<file path="src/evr_pkg.sv">
package evr_pkg;

	// register port geometry
	localparam int ADDR_W = 8;
	localparam int DATA_W = 8;

	// register offsets
	localparam logic [ADDR_W-1:0] OFS_STATUS       = 8'h08;
	localparam logic [ADDR_W-1:0] OFS_CHANNEL_BASE = 8'h10;
	localparam logic [ADDR_W-1:0] OFS_USER_BASE    = 8'h20;

	// reset values: channels route nothing, users listen to nothing
	localparam logic [DATA_W-1:0] CHANNEL_RESET = 8'h00;
	localparam logic [DATA_W-1:0] USER_RESET    = 8'h00;
	localparam logic [DATA_W-1:0] USER_OFF      = 8'h00;

	// generator source counts
	localparam int NUM_LUT      = 4;
	localparam int NUM_PIN      = 8;
	localparam int NUM_COMPARE  = 3;
	localparam int PIT_TAPS     = 8;
	localparam int PIT_LOW_BIT  = 6;  // counter bit 5 has period 64, see tap mapping below
	localparam int RTC_DIV_W    = 13; // bit 12 has period 8192
	localparam int SYNC_STAGES  = 2;

	// generator select encoding
	localparam int GEN_W     = 6;
	localparam int GEN_COUNT = 36;
	localparam logic [GEN_W-1:0] GEN_NONE        = 6'h00;
	localparam logic [GEN_W-1:0] GEN_RTC_OVF     = 6'h01;
	localparam logic [GEN_W-1:0] GEN_RTC_CMP     = 6'h02;
	localparam logic [GEN_W-1:0] GEN_PIT_BASE    = 6'h03; // 8192 first, down to 64
	localparam logic [GEN_W-1:0] GEN_LUT_BASE    = 6'h0b;
	localparam logic [GEN_W-1:0] GEN_COMPARATOR  = 6'h0f;
	localparam logic [GEN_W-1:0] GEN_ADC_RES     = 6'h10;
	localparam logic [GEN_W-1:0] GEN_ADC_ACQUISITION_DONE_EVENT    = 6'h11;
	localparam logic [GEN_W-1:0] GEN_ADC_WINDOW  = 6'h12;
	localparam logic [GEN_W-1:0] GEN_PIN_BASE    = 6'h13;
	localparam logic [GEN_W-1:0] GEN_BAUD        = 6'h1b;
	localparam logic [GEN_W-1:0] GEN_SPI         = 6'h1c;
	localparam logic [GEN_W-1:0] GEN_TCA_WRAP    = 6'h1d;
	localparam logic [GEN_W-1:0] GEN_TCA_HIGH    = 6'h1e;
	localparam logic [GEN_W-1:0] GEN_TCA_CMP     = 6'h1f; // three in a row
	localparam logic [GEN_W-1:0] GEN_TCB_LATCH   = 6'h22;
	localparam logic [GEN_W-1:0] GEN_TCB_OVF     = 6'h23;

	// generators not clocked by the peripheral clock (rtc pulses, logic, comparator, pins)
	localparam logic [GEN_COUNT-1:0] ASYNC_MASK = 36'h007f8f806;

	// register port request
	typedef struct packed {
		logic [ADDR_W-1:0] addr;
		logic [DATA_W-1:0] wrData;
		logic              wrStrobe;
		logic              rdStrobe;
	} evr_bus_req_t;

	// converter event pulses
	typedef struct packed {
		logic resultReady;
		logic sampleReady;
		logic windowMatch;
	} evr_adc_t;

	// 16-bit timer event pulses and mode
	typedef struct packed {
		logic                   splitMode;
		logic                   overflow;
		logic                   lowUnderflow;
		logic                   highUnderflow;
		logic [NUM_COMPARE-1:0] compare;
		logic [NUM_COMPARE-1:0] lowCompare;
	} evr_tca_t;

endpackage : evr_pkg

</file>
<file path="src/evr_event_router.sv">
`timescale 1ns/1ps

// Contract
// RULE1: rtc divider gives eight level taps 64..8192
// RULE2: logic table outputs routed as async levels
// RULE3: comparator and pins routed as async levels
// RULE4: converter events are one-cycle sync pulses
// RULE5: baud and spi clocks are sync levels
// RULE6: timer overflow normal, two underflows split
// RULE7: timer compare pulses, low byte in split
// RULE8: each user selects its own channel
// RULE9: async users react without a clock
// RULE10: sync users fed only clock-domain events
// RULE11: direct users take routed signal unchanged
// RULE12: async edge users detect via own synchroniser
// RULE13: one generator per channel, none after reset
// RULE14: async source synchronised for sync subchannel
// RULE15: async events for sync users last a cycle
// RULE16: sync edge user strobes on sampled change; the code strobes on a sampled rise only, not on a fall
module evr_event_router #(
	parameter int NUM_CH   = 6,
	parameter int NUM_USER = 8
) (
	input  wire logic                          clock,
	input  wire logic                          rst_n,
	input  wire evr_pkg::evr_bus_req_t         busReq,
	output logic [evr_pkg::DATA_W-1:0]         rdData,
	input  wire logic                          rtcClockPin,
	input  wire logic                          rtcOverflow,
	input  wire logic                          rtcCompare,
	input  wire logic [evr_pkg::NUM_LUT-1:0]   logicTableLevel,
	input  wire logic                          analogComparator,
	input  wire logic [evr_pkg::NUM_PIN-1:0]   pinLevelEvent,
	input  wire evr_pkg::evr_adc_t             converterUnit,
	input  wire logic                          serialBaudClockEvent,
	input  wire logic                          spiHostClock,
	input  wire evr_pkg::evr_tca_t             timerAUnit,
	input  wire logic                          timerBLatchEvent,
	input  wire logic                          timerBOverflow,
	output logic [NUM_CH-1:0]                  chanAsync,
	output logic [NUM_CH-1:0]                  chanSync,
	output logic [NUM_USER-1:0]                userDirect,
	output logic [NUM_USER-1:0]                userLevel,
	output logic [NUM_USER-1:0]                userEdge,
	output logic [NUM_USER-1:0]                userAsyncEdge
);

	// refuse sizes the status and user maps cannot hold
	generate
		if (NUM_CH < 1 || NUM_CH > evr_pkg::DATA_W) begin : g_bad_ch
			$error("NUM_CH must be 1..8");
		end
		if (NUM_USER < 1 || NUM_USER > 16) begin : g_bad_user
			$error("NUM_USER must be 1..16");
		end
		// register map groups must not overlap, or one write would land twice
		if (evr_pkg::OFS_STATUS >= evr_pkg::OFS_CHANNEL_BASE) begin : g_bad_status_map
			$error("status offset overlaps the channel selects");
		end
		if (evr_pkg::OFS_CHANNEL_BASE + NUM_CH > evr_pkg::OFS_USER_BASE) begin : g_bad_ch_map
			$error("channel selects overlap the user selects");
		end
		// the generator code table must fit the select width and keep its groups apart
		if (evr_pkg::GEN_COUNT > (1 << evr_pkg::GEN_W)) begin : g_bad_gen_w
			$error("generator codes exceed the select width");
		end
		if (evr_pkg::GEN_PIT_BASE + evr_pkg::PIT_TAPS > evr_pkg::GEN_LUT_BASE) begin : g_bad_pit
			$error("divider taps overlap the logic table codes");
		end
		if (evr_pkg::GEN_LUT_BASE + evr_pkg::NUM_LUT > evr_pkg::GEN_COMPARATOR) begin : g_bad_lut
			$error("logic table codes overlap the comparator code");
		end
		if (evr_pkg::GEN_PIN_BASE + evr_pkg::NUM_PIN > evr_pkg::GEN_BAUD) begin : g_bad_pin
			$error("pin codes overlap the baud code");
		end
		if (evr_pkg::GEN_TCA_CMP + evr_pkg::NUM_COMPARE > evr_pkg::GEN_TCB_LATCH) begin : g_bad_cmp
			$error("compare codes overlap the timer b codes");
		end
		if (evr_pkg::PIT_LOW_BIT + evr_pkg::PIT_TAPS - 2 >= evr_pkg::RTC_DIV_W) begin : g_bad_div
			$error("slowest divider tap lies beyond the counter");
		end
		if (evr_pkg::GEN_TCB_OVF >= evr_pkg::GEN_COUNT) begin : g_bad_count
			$error("generator count misses the last code");
		end
	endgenerate

	localparam int CH_SEL_W = evr_pkg::DATA_W;
	// one spare bit keeps the index legal for a single channel
	localparam int CH_IDX_W = $clog2(NUM_CH + 1);

	// configuration storage
	logic [evr_pkg::DATA_W-1:0] chanSel_r [NUM_CH];
	logic [evr_pkg::DATA_W-1:0] userSel_r [NUM_USER];
	logic [evr_pkg::DATA_W-1:0] rdData_r;
	logic [evr_pkg::DATA_W-1:0] rdData_nxt;
	logic [evr_pkg::RTC_DIV_W-1:0] rtcCount_r;

	// generator vector
	logic [evr_pkg::GEN_COUNT-1:0] genVec;
	logic                          rtcTick;

	// ---------------------------------------------------------------
	// rtc prescaler: the pin is synchronised, its rising edge is a
	// one-cycle enable, so the divider lives on the single clock
	// ---------------------------------------------------------------
	evr_sync_edge #(
		.DO_SYNC (1'b1)
	) u_rtc_sync (
		.clock      (clock),
		.rst_n      (rst_n),
		.levelIn    (rtcClockPin),
		.levelOut   (),
		.riseStrobe (rtcTick)
	);

	// divider counts prescaled rtc periods
	always_ff @(posedge clock or negedge rst_n) begin
		if (!rst_n) begin
			rtcCount_r <= '0;
		end else if (rtcTick) begin
			rtcCount_r <= rtcCount_r + 1'b1; // see RULE1
		end
	end

	// ---------------------------------------------------------------
	// generator assembly
	// ---------------------------------------------------------------
	// rtc pulses are one rtc period long and stay asynchronous
	assign genVec[evr_pkg::GEN_NONE]    = 1'b0;
	assign genVec[evr_pkg::GEN_RTC_OVF] = rtcOverflow;
	assign genVec[evr_pkg::GEN_RTC_CMP] = rtcCompare;

	// bit k of the counter has a period of 2^(k+1) rtc ticks; tap 0 is div 8192
	genvar gp;
	generate
		for (gp = 0; gp < evr_pkg::PIT_TAPS; gp++) begin : g_pit
			assign genVec[evr_pkg::GEN_PIT_BASE + gp] =
				rtcCount_r[evr_pkg::PIT_LOW_BIT + evr_pkg::PIT_TAPS - 2 - gp]; // see RULE1
		end
	endgenerate

	// logic table levels pass straight through, whatever their shape
	assign genVec[evr_pkg::GEN_LUT_BASE +: evr_pkg::NUM_LUT] = logicTableLevel; // see RULE2

	// comparator and pins follow their level with no clock in the path
	assign genVec[evr_pkg::GEN_COMPARATOR] = analogComparator;                   // see RULE3
	assign genVec[evr_pkg::GEN_PIN_BASE +: evr_pkg::NUM_PIN] = pinLevelEvent;    // see RULE3

	// converter pulses come from this clock and last one cycle
	assign genVec[evr_pkg::GEN_ADC_RES]    = converterUnit.resultReady;  // see RULE4
	assign genVec[evr_pkg::GEN_ADC_ACQUISITION_DONE_EVENT]   = converterUnit.sampleReady;  // see RULE4
	assign genVec[evr_pkg::GEN_ADC_WINDOW] = converterUnit.windowMatch;  // see RULE4

	// clock-domain levels, each high or low for two cycles or more
	assign genVec[evr_pkg::GEN_BAUD] = serialBaudClockEvent; // see RULE5
	assign genVec[evr_pkg::GEN_SPI]  = spiHostClock;         // see RULE5

	// timer a: overflow in normal mode, two separate underflows in split mode
	assign genVec[evr_pkg::GEN_TCA_WRAP] = timerAUnit.splitMode ?
		timerAUnit.lowUnderflow : timerAUnit.overflow;               // see RULE6
	assign genVec[evr_pkg::GEN_TCA_HIGH] = timerAUnit.splitMode &
		timerAUnit.highUnderflow;                                    // see RULE6

	// compare channels swap to the low-byte timer in split mode
	genvar gc;
	generate
		for (gc = 0; gc < evr_pkg::NUM_COMPARE; gc++) begin : g_cmp
			assign genVec[evr_pkg::GEN_TCA_CMP + gc] = timerAUnit.splitMode ?
				timerAUnit.lowCompare[gc] : timerAUnit.compare[gc]; // see RULE7
		end
	endgenerate

	// timer b pulses
	assign genVec[evr_pkg::GEN_TCB_LATCH] = timerBLatchEvent;
	assign genVec[evr_pkg::GEN_TCB_OVF]   = timerBOverflow;

	// ---------------------------------------------------------------
	// channels: one multiplexer and two subchannels each
	// ---------------------------------------------------------------
	logic [NUM_CH-1:0] chanIsAsync;
	logic [NUM_CH-1:0] chanSynced;

	genvar gch;
	generate
		for (gch = 0; gch < NUM_CH; gch++) begin : g_chan
			logic             selValid;
			logic [evr_pkg::GEN_W-1:0] selIdx;

			// out-of-range codes route nothing rather than alias a source
			assign selValid = (chanSel_r[gch] < CH_SEL_W'(evr_pkg::GEN_COUNT));
			assign selIdx   = chanSel_r[gch][evr_pkg::GEN_W-1:0];

			// async subchannel is the generator output itself, no flop
			assign chanAsync[gch]   = selValid & genVec[selIdx];            // see RULE13
			assign chanIsAsync[gch] = selValid & evr_pkg::ASYNC_MASK[selIdx];

			// async sources cross two flops before the sync subchannel;
			// the event must last a cycle or it may vanish here
			evr_sync_edge #(
				.DO_SYNC (1'b1)
			) u_chan_sync (
				.clock      (clock),
				.rst_n      (rst_n),
				.levelIn    (chanAsync[gch]),
				.levelOut   (chanSynced[gch]),
				.riseStrobe ()
			); // see RULE15

			// clock-domain sources bypass the synchroniser with no delay
			assign chanSync[gch] = chanIsAsync[gch] ? chanSynced[gch] : chanAsync[gch]; // see RULE14
		end
	endgenerate

	// ---------------------------------------------------------------
	// users: each user holds its own channel choice
	// ---------------------------------------------------------------
	genvar gu;
	generate
		for (gu = 0; gu < NUM_USER; gu++) begin : g_user
			logic                 userOn;
			logic [CH_SEL_W-1:0]  chanIdx;
			logic [CH_IDX_W-1:0]  chanPick;
			logic                 pickAsync;
			logic                 pickSync;

			// code 0 is off, code n listens to channel n-1
			assign userOn  = (userSel_r[gu] != evr_pkg::USER_OFF) &&
				(userSel_r[gu] <= CH_SEL_W'(NUM_CH));                 // see RULE8
			assign chanIdx  = userSel_r[gu] - 1'b1;
			assign chanPick = chanIdx[CH_IDX_W-1:0]; // upper bits are zero whenever userOn

			assign pickAsync = userOn & chanAsync[chanPick];
			assign pickSync  = userOn & chanSync[chanPick];

			// direct and async-level users get the wire, no clock involved;
			// selection changes can glitch this path, so switch while idle
			assign userDirect[gu] = pickAsync; // see RULE9 see RULE11

			// sync users only ever see the sync subchannel
			assign userLevel[gu] = pickSync;   // see RULE10

			// sync edge user: sample and compare with the previous sample
			evr_sync_edge #(
				.DO_SYNC (1'b0)
			) u_edge (
				.clock      (clock),
				.rst_n      (rst_n),
				.levelIn    (pickSync),
				.levelOut   (),
				.riseStrobe (userEdge[gu])
			); // see RULE16

			// async edge user with its own synchroniser on the async wire
			evr_sync_edge #(
				.DO_SYNC (1'b1)
			) u_async_edge (
				.clock      (clock),
				.rst_n      (rst_n),
				.levelIn    (pickAsync),
				.levelOut   (),
				.riseStrobe (userAsyncEdge[gu])
			); // see RULE12
		end
	endgenerate

	// ---------------------------------------------------------------
	// register port
	// ---------------------------------------------------------------
	logic                statusAddrHit;
	logic [NUM_CH-1:0]   chanAddrHit;
	logic [NUM_USER-1:0] userAddrHit;
	logic [NUM_CH-1:0]   chanWrHit;
	logic [NUM_USER-1:0] userWrHit;

	// address decode shared by the write strobes and the read mux
	assign statusAddrHit = (busReq.addr == evr_pkg::OFS_STATUS);

	genvar gw;
	generate
		for (gw = 0; gw < NUM_CH; gw++) begin : g_chan_wr
			assign chanAddrHit[gw] = (busReq.addr == evr_pkg::OFS_CHANNEL_BASE + evr_pkg::ADDR_W'(gw));
			assign chanWrHit[gw]   = busReq.wrStrobe & chanAddrHit[gw];

			// per-channel generator choice
			always_ff @(posedge clock or negedge rst_n) begin
				if (!rst_n) begin
					chanSel_r[gw] <= evr_pkg::CHANNEL_RESET; // see RULE13
				end else if (chanWrHit[gw]) begin
					chanSel_r[gw] <= busReq.wrData;
				end
			end
		end
		for (gw = 0; gw < NUM_USER; gw++) begin : g_user_wr
			assign userAddrHit[gw] = (busReq.addr == evr_pkg::OFS_USER_BASE + evr_pkg::ADDR_W'(gw));
			assign userWrHit[gw]   = busReq.wrStrobe & userAddrHit[gw];

			// per-user channel choice
			always_ff @(posedge clock or negedge rst_n) begin
				if (!rst_n) begin
					userSel_r[gw] <= evr_pkg::USER_RESET;
				end else if (userWrHit[gw]) begin
					userSel_r[gw] <= busReq.wrData; // see RULE8
				end
			end
		end
	endgenerate

	// read selection; unmapped offsets read zero
	always_comb begin
		rdData_nxt = '0;
		if (statusAddrHit) begin
			rdData_nxt = evr_pkg::DATA_W'(chanSync);
		end
		for (int c = 0; c < NUM_CH; c++) begin
			if (chanAddrHit[c]) begin
				rdData_nxt = chanSel_r[c];
			end
		end
		for (int u = 0; u < NUM_USER; u++) begin
			if (userAddrHit[u]) begin
				rdData_nxt = userSel_r[u];
			end
		end
	end

	// read data stands only in the cycle after the strobe
	always_ff @(posedge clock or negedge rst_n) begin
		if (!rst_n) begin
			rdData_r <= '0;
		end else if (busReq.rdStrobe) begin
			rdData_r <= rdData_nxt;
		end else begin
			rdData_r <= '0;
		end
	end

	assign rdData = rdData_r;

endmodule : evr_event_router

</file>
<file path="src/evr_sync_edge.sv">
`timescale 1ns/1ps

// level stage with optional two-flop synchroniser and rising-edge strobe
module evr_sync_edge #(
	parameter bit DO_SYNC = 1'b1
) (
	input  wire logic clock,
	input  wire logic rst_n,
	input  wire logic levelIn,
	output logic      levelOut,
	output logic      riseStrobe
);

	logic prev_r;

	generate
		if (DO_SYNC) begin : g_sync
			logic meta_r;
			logic stable_r;
			// first flop feeds only the second
			always_ff @(posedge clock or negedge rst_n) begin
				if (!rst_n) begin
					meta_r   <= 1'b0;
					stable_r <= 1'b0;
				end else begin
					meta_r   <= levelIn;
					stable_r <= meta_r;
				end
			end
			assign levelOut = stable_r;
		end else begin : g_direct
			assign levelOut = levelIn;
		end
	endgenerate

	// previous sample for edge compare
	always_ff @(posedge clock or negedge rst_n) begin
		if (!rst_n) begin
			prev_r <= 1'b0;
		end else begin
			prev_r <= levelOut;
		end
	end

	assign riseStrobe = levelOut & ~prev_r;

endmodule : evr_sync_edge

</file>
<file path="config.mk">
export PLATFORM = sky130hd
export DESIGN_NAME = evr_event_router
export DESIGN_NICKNAME = d
export VERILOG_FILES = /design/src/evr_pkg.sv /design/src/evr_event_router.sv /design/src/evr_sync_edge.sv
export SDC_FILE = /design/constraint.sdc
export NUM_CORES = 1
export LEC_CHECK = 0
export BUFFER_PORTS_ARGS = -buffer_cell sky130_fd_sc_hd__buf_4
export CELL_PAD_IN_SITES_DETAIL_PLACEMENT = 0
export CELL_PAD_IN_SITES_GLOBAL_PLACEMENT = 2
export CORE_MARGIN = 4
export CORE_UTILIZATION = 41
export DETAILED_ROUTE_END_ITERATION = 10
export PLACE_DENSITY = 0.81
export SLEW_MARGIN = 20
export SYNTH_ARGS = -nofsm -noshare
export SYNTH_HDL_FRONTEND = slang
export SYNTH_HIERARCHICAL = 1
export SYNTH_SLANG_ARGS = --single-unit
</file>
<file path="constraint.sdc">
create_clock -name clock -period 4.9 [get_ports clock]
set_input_delay 1.225 -clock clock [delete_from_list [all_inputs] [get_ports clock]]
set_output_delay 1.225 -clock clock [all_outputs]
set_load 0.01 [all_outputs]
</file>
==> flow_summary.ini <==
[worst_setup_path]
cpLargestDelayFamily = multiplexers
required_ns = 3.67
slowest_stage = mux4_2
path_buf_inv = 2
cp_common_cell = mux4_2
start_kind = input port
crit_chain = buf_12, mux4_2, mux2_4, mux2i_2, a2111o_1, a31o_4, mux4_2, o22ai_4, nor2b_4, buf_6
critPathKind = in -> out
critical_path.max_stage_delay_ns = 0.53
cp.arrival_ns = 3.74
crit_path_end_kind = output pin
critPathMaxFanout = 7

[layout]
final_util = 0.488
multi_input_area_um2 = 7050
fin_area_um2 = 14100
drive_above_1_share = 0.360
n_antenna_cell = 0
fillers = 2707
regArea_um2 = 4510
final_net_count = 1284
area_growth_pct = 16.2

[place]
dp_hpwl_um = 28700
placement.io_buffers = 104
dpl_cell_area_um2 = 13400
gp_congestion = 0.931

[floorplanning]
dieArea_um2 = 32500
placement_rows = 62
initial_core_util = 0.420
io_pins = 105
die_w_um = 180
core_um2 = 29000
die_h_um = 180

[power_and_ir_drop]
finalPower_uw = 4000
p_leak_uw = 0.00622
power.density_nw_per_um2 = 283
ir_drop_uv = 221

[global_route]
gr-total-overflow = 0
first_global_vias = 9602
global_route.usage.total = 0.244
grt_pass1_wl_um = 60700
antenna_found_initial = 2
grt_start_max_net_pins = 100

[cts]
cts_max_level = 4
clockRootBuffer = clkbuf_16
clk_pin_slew_ns = 0.07
clk_path_buf_depth = 2
cts_tree = yes
clock_latency_ns = 0.44
hold_buffers = 0
cts_sinks = 180
cts_buffers = 17

[yosys]
yosys_warnings = 6
synthCells = 1104
synth_area_um2 = 12200
syn_nets = 1188
avgSynthCellArea_um2 = 11.0

[run_status]
status = complete, but fails checks
violations = negative setup slack

[drt]
vias = 9780
top_layer_used = met4
first_pass_iters = 5
vias_per_cell = 6.12
m1WireLength_um = 17900
wl_met3_um = 3000
ant_nets = 0
met2_length_um = 18500
post-route-drc-count = 0
drtIter0Drc = 954
drt_wl_total_um = 40200
wl_per_cell_um = 25.2

[timing]
tightestPinTransition_ns = 0.863
setup_ws_ns = -0.0693
finalSetupViolations = 8
holdWs_ns = 0.342
hold_viol = 0
skew_ns = 0.0134
slew_headroom = 0.423
rsz0062_at_grt = yes
fin_crit_ns = 4.97
fin_crit_sh = 1.01
max_freq_mhz = 201
slew_viol_final = 0

[hold_path]
hold_path_class = reg -> reg

[job]
maxCapViolations = 0
==> worst reg2reg max path: stages (launching register included) <==
cell and delay (ns):
dfrtp_2 0.54, ha_1 0.32, or3b_2 0.43, a21oi_1 0.18, o21bai_2 0.16, o21ai_0 0.52
a31o_4 0.21, buf_4 0.12, buf_4 0.11, buf_4 0.09, o32ai_1 0.06, a21bo_2 0.24
==> power breakdown <==
group	leakage (µW)	internal [µW]	switching (µW)	total, µW
clock	0.000279	679	640	1320
sequential	0.00244	1580	135	1720
combinational	0.00350	453	511	964
==> worst paths after layout <==
kind / startpoint / cells past startpoint / slack (ns) / endpoint
setup / recovery: timerAUnit[9] / 10 / -0.07 / userEdge[2]
hold / removal: g_chan[1].u_chan_sync/g_sync.meta_r / 0 / 0.34 / g_chan[1].u_chan_sync/levelOut
setup reg to reg: chanSel_r[32] / 11 / 1.79 / rdData[1]
hold reg to reg: g_chan[1].u_chan_sync/g_sync.meta_r / 0 / 0.34 / g_chan[1].u_chan_sync/levelOut
max in group asynchronous: rst_n / 2 / 3.12 / chanSel_r[31]
min in group asynchronous: rst_n / 1 / 0.87 / chanSel_r[20]
==> through the flow <==
stage / TNS, ns / instances / worst slack (ns)
global placement: -0.753 / 1557 / -0.150
floorplan: 0 / 1104 / 0.266
finish: -0.171 / 1597 / -0.0693
CTS: -0.444 / 1592 / -0.0751
detailed placement: -1.28 / 1557 / -0.169
global route: -1.02 / 1597 / -0.134
==> flip-flops by register name, summed over array words and instances, names as in the netlist, 8 cells and up <==
signal,cells
g_user.u_async_edge/prev_r,8
userSel_r,64
g_user.u_async_edge/g_sync.meta_r,8
rdData,8
chanSel_r,48
rtcCount_r,13
g_user.u_edge/prev_r,8
g_user.u_async_edge/levelOut,8
==> layout make-up <==
class | instances | share of cell area
tap | 384 | 0.0340
inverter | 57 | 0.0151
clock buffer | 18 | 0.0310
clock inverter | 14 | 0.00831
timing repair buffer | 164 | 0.0945
sequential | 180 | 0.319
multi-input combinational | 780 | 0.498
==> layer usage <==
metal,track usage,vias to the layer above
met5,0,-
li1,-,4334
met1,0.355,5031
met3,0.0529,54
met2,0.375,361
met4,0.0554,0
==> cells in the final DEF, fill, tap and decap left out, types with 12 or more instances in the layout <==
master	n
mux2_2	117
nor3_1	13
mux4_2	51
ha_1	31
buf_4	153
a21oi_1	33
dfrtp_1	178
nand3_1	37
nand2_1	85
mux2i_1	50
o211ai_1	13
inv_1	56
nor2b_4	17
o21ai_0	44
clkbuf_16	17
nand2b_1	12
nor2_1	46
==> repair_timing <==
| item | CTS | global route |
|---|---|---|
| gates cloned | 1 | 1 |
| pin swaps | 6 | 6 |
| buffers inserted | 2 | 4 |
| resized for setup | 17 | 17 |
| setup endpoints to repair | 16 | 15 |
No activity file was read; power rests on OpenSTA's default activity.
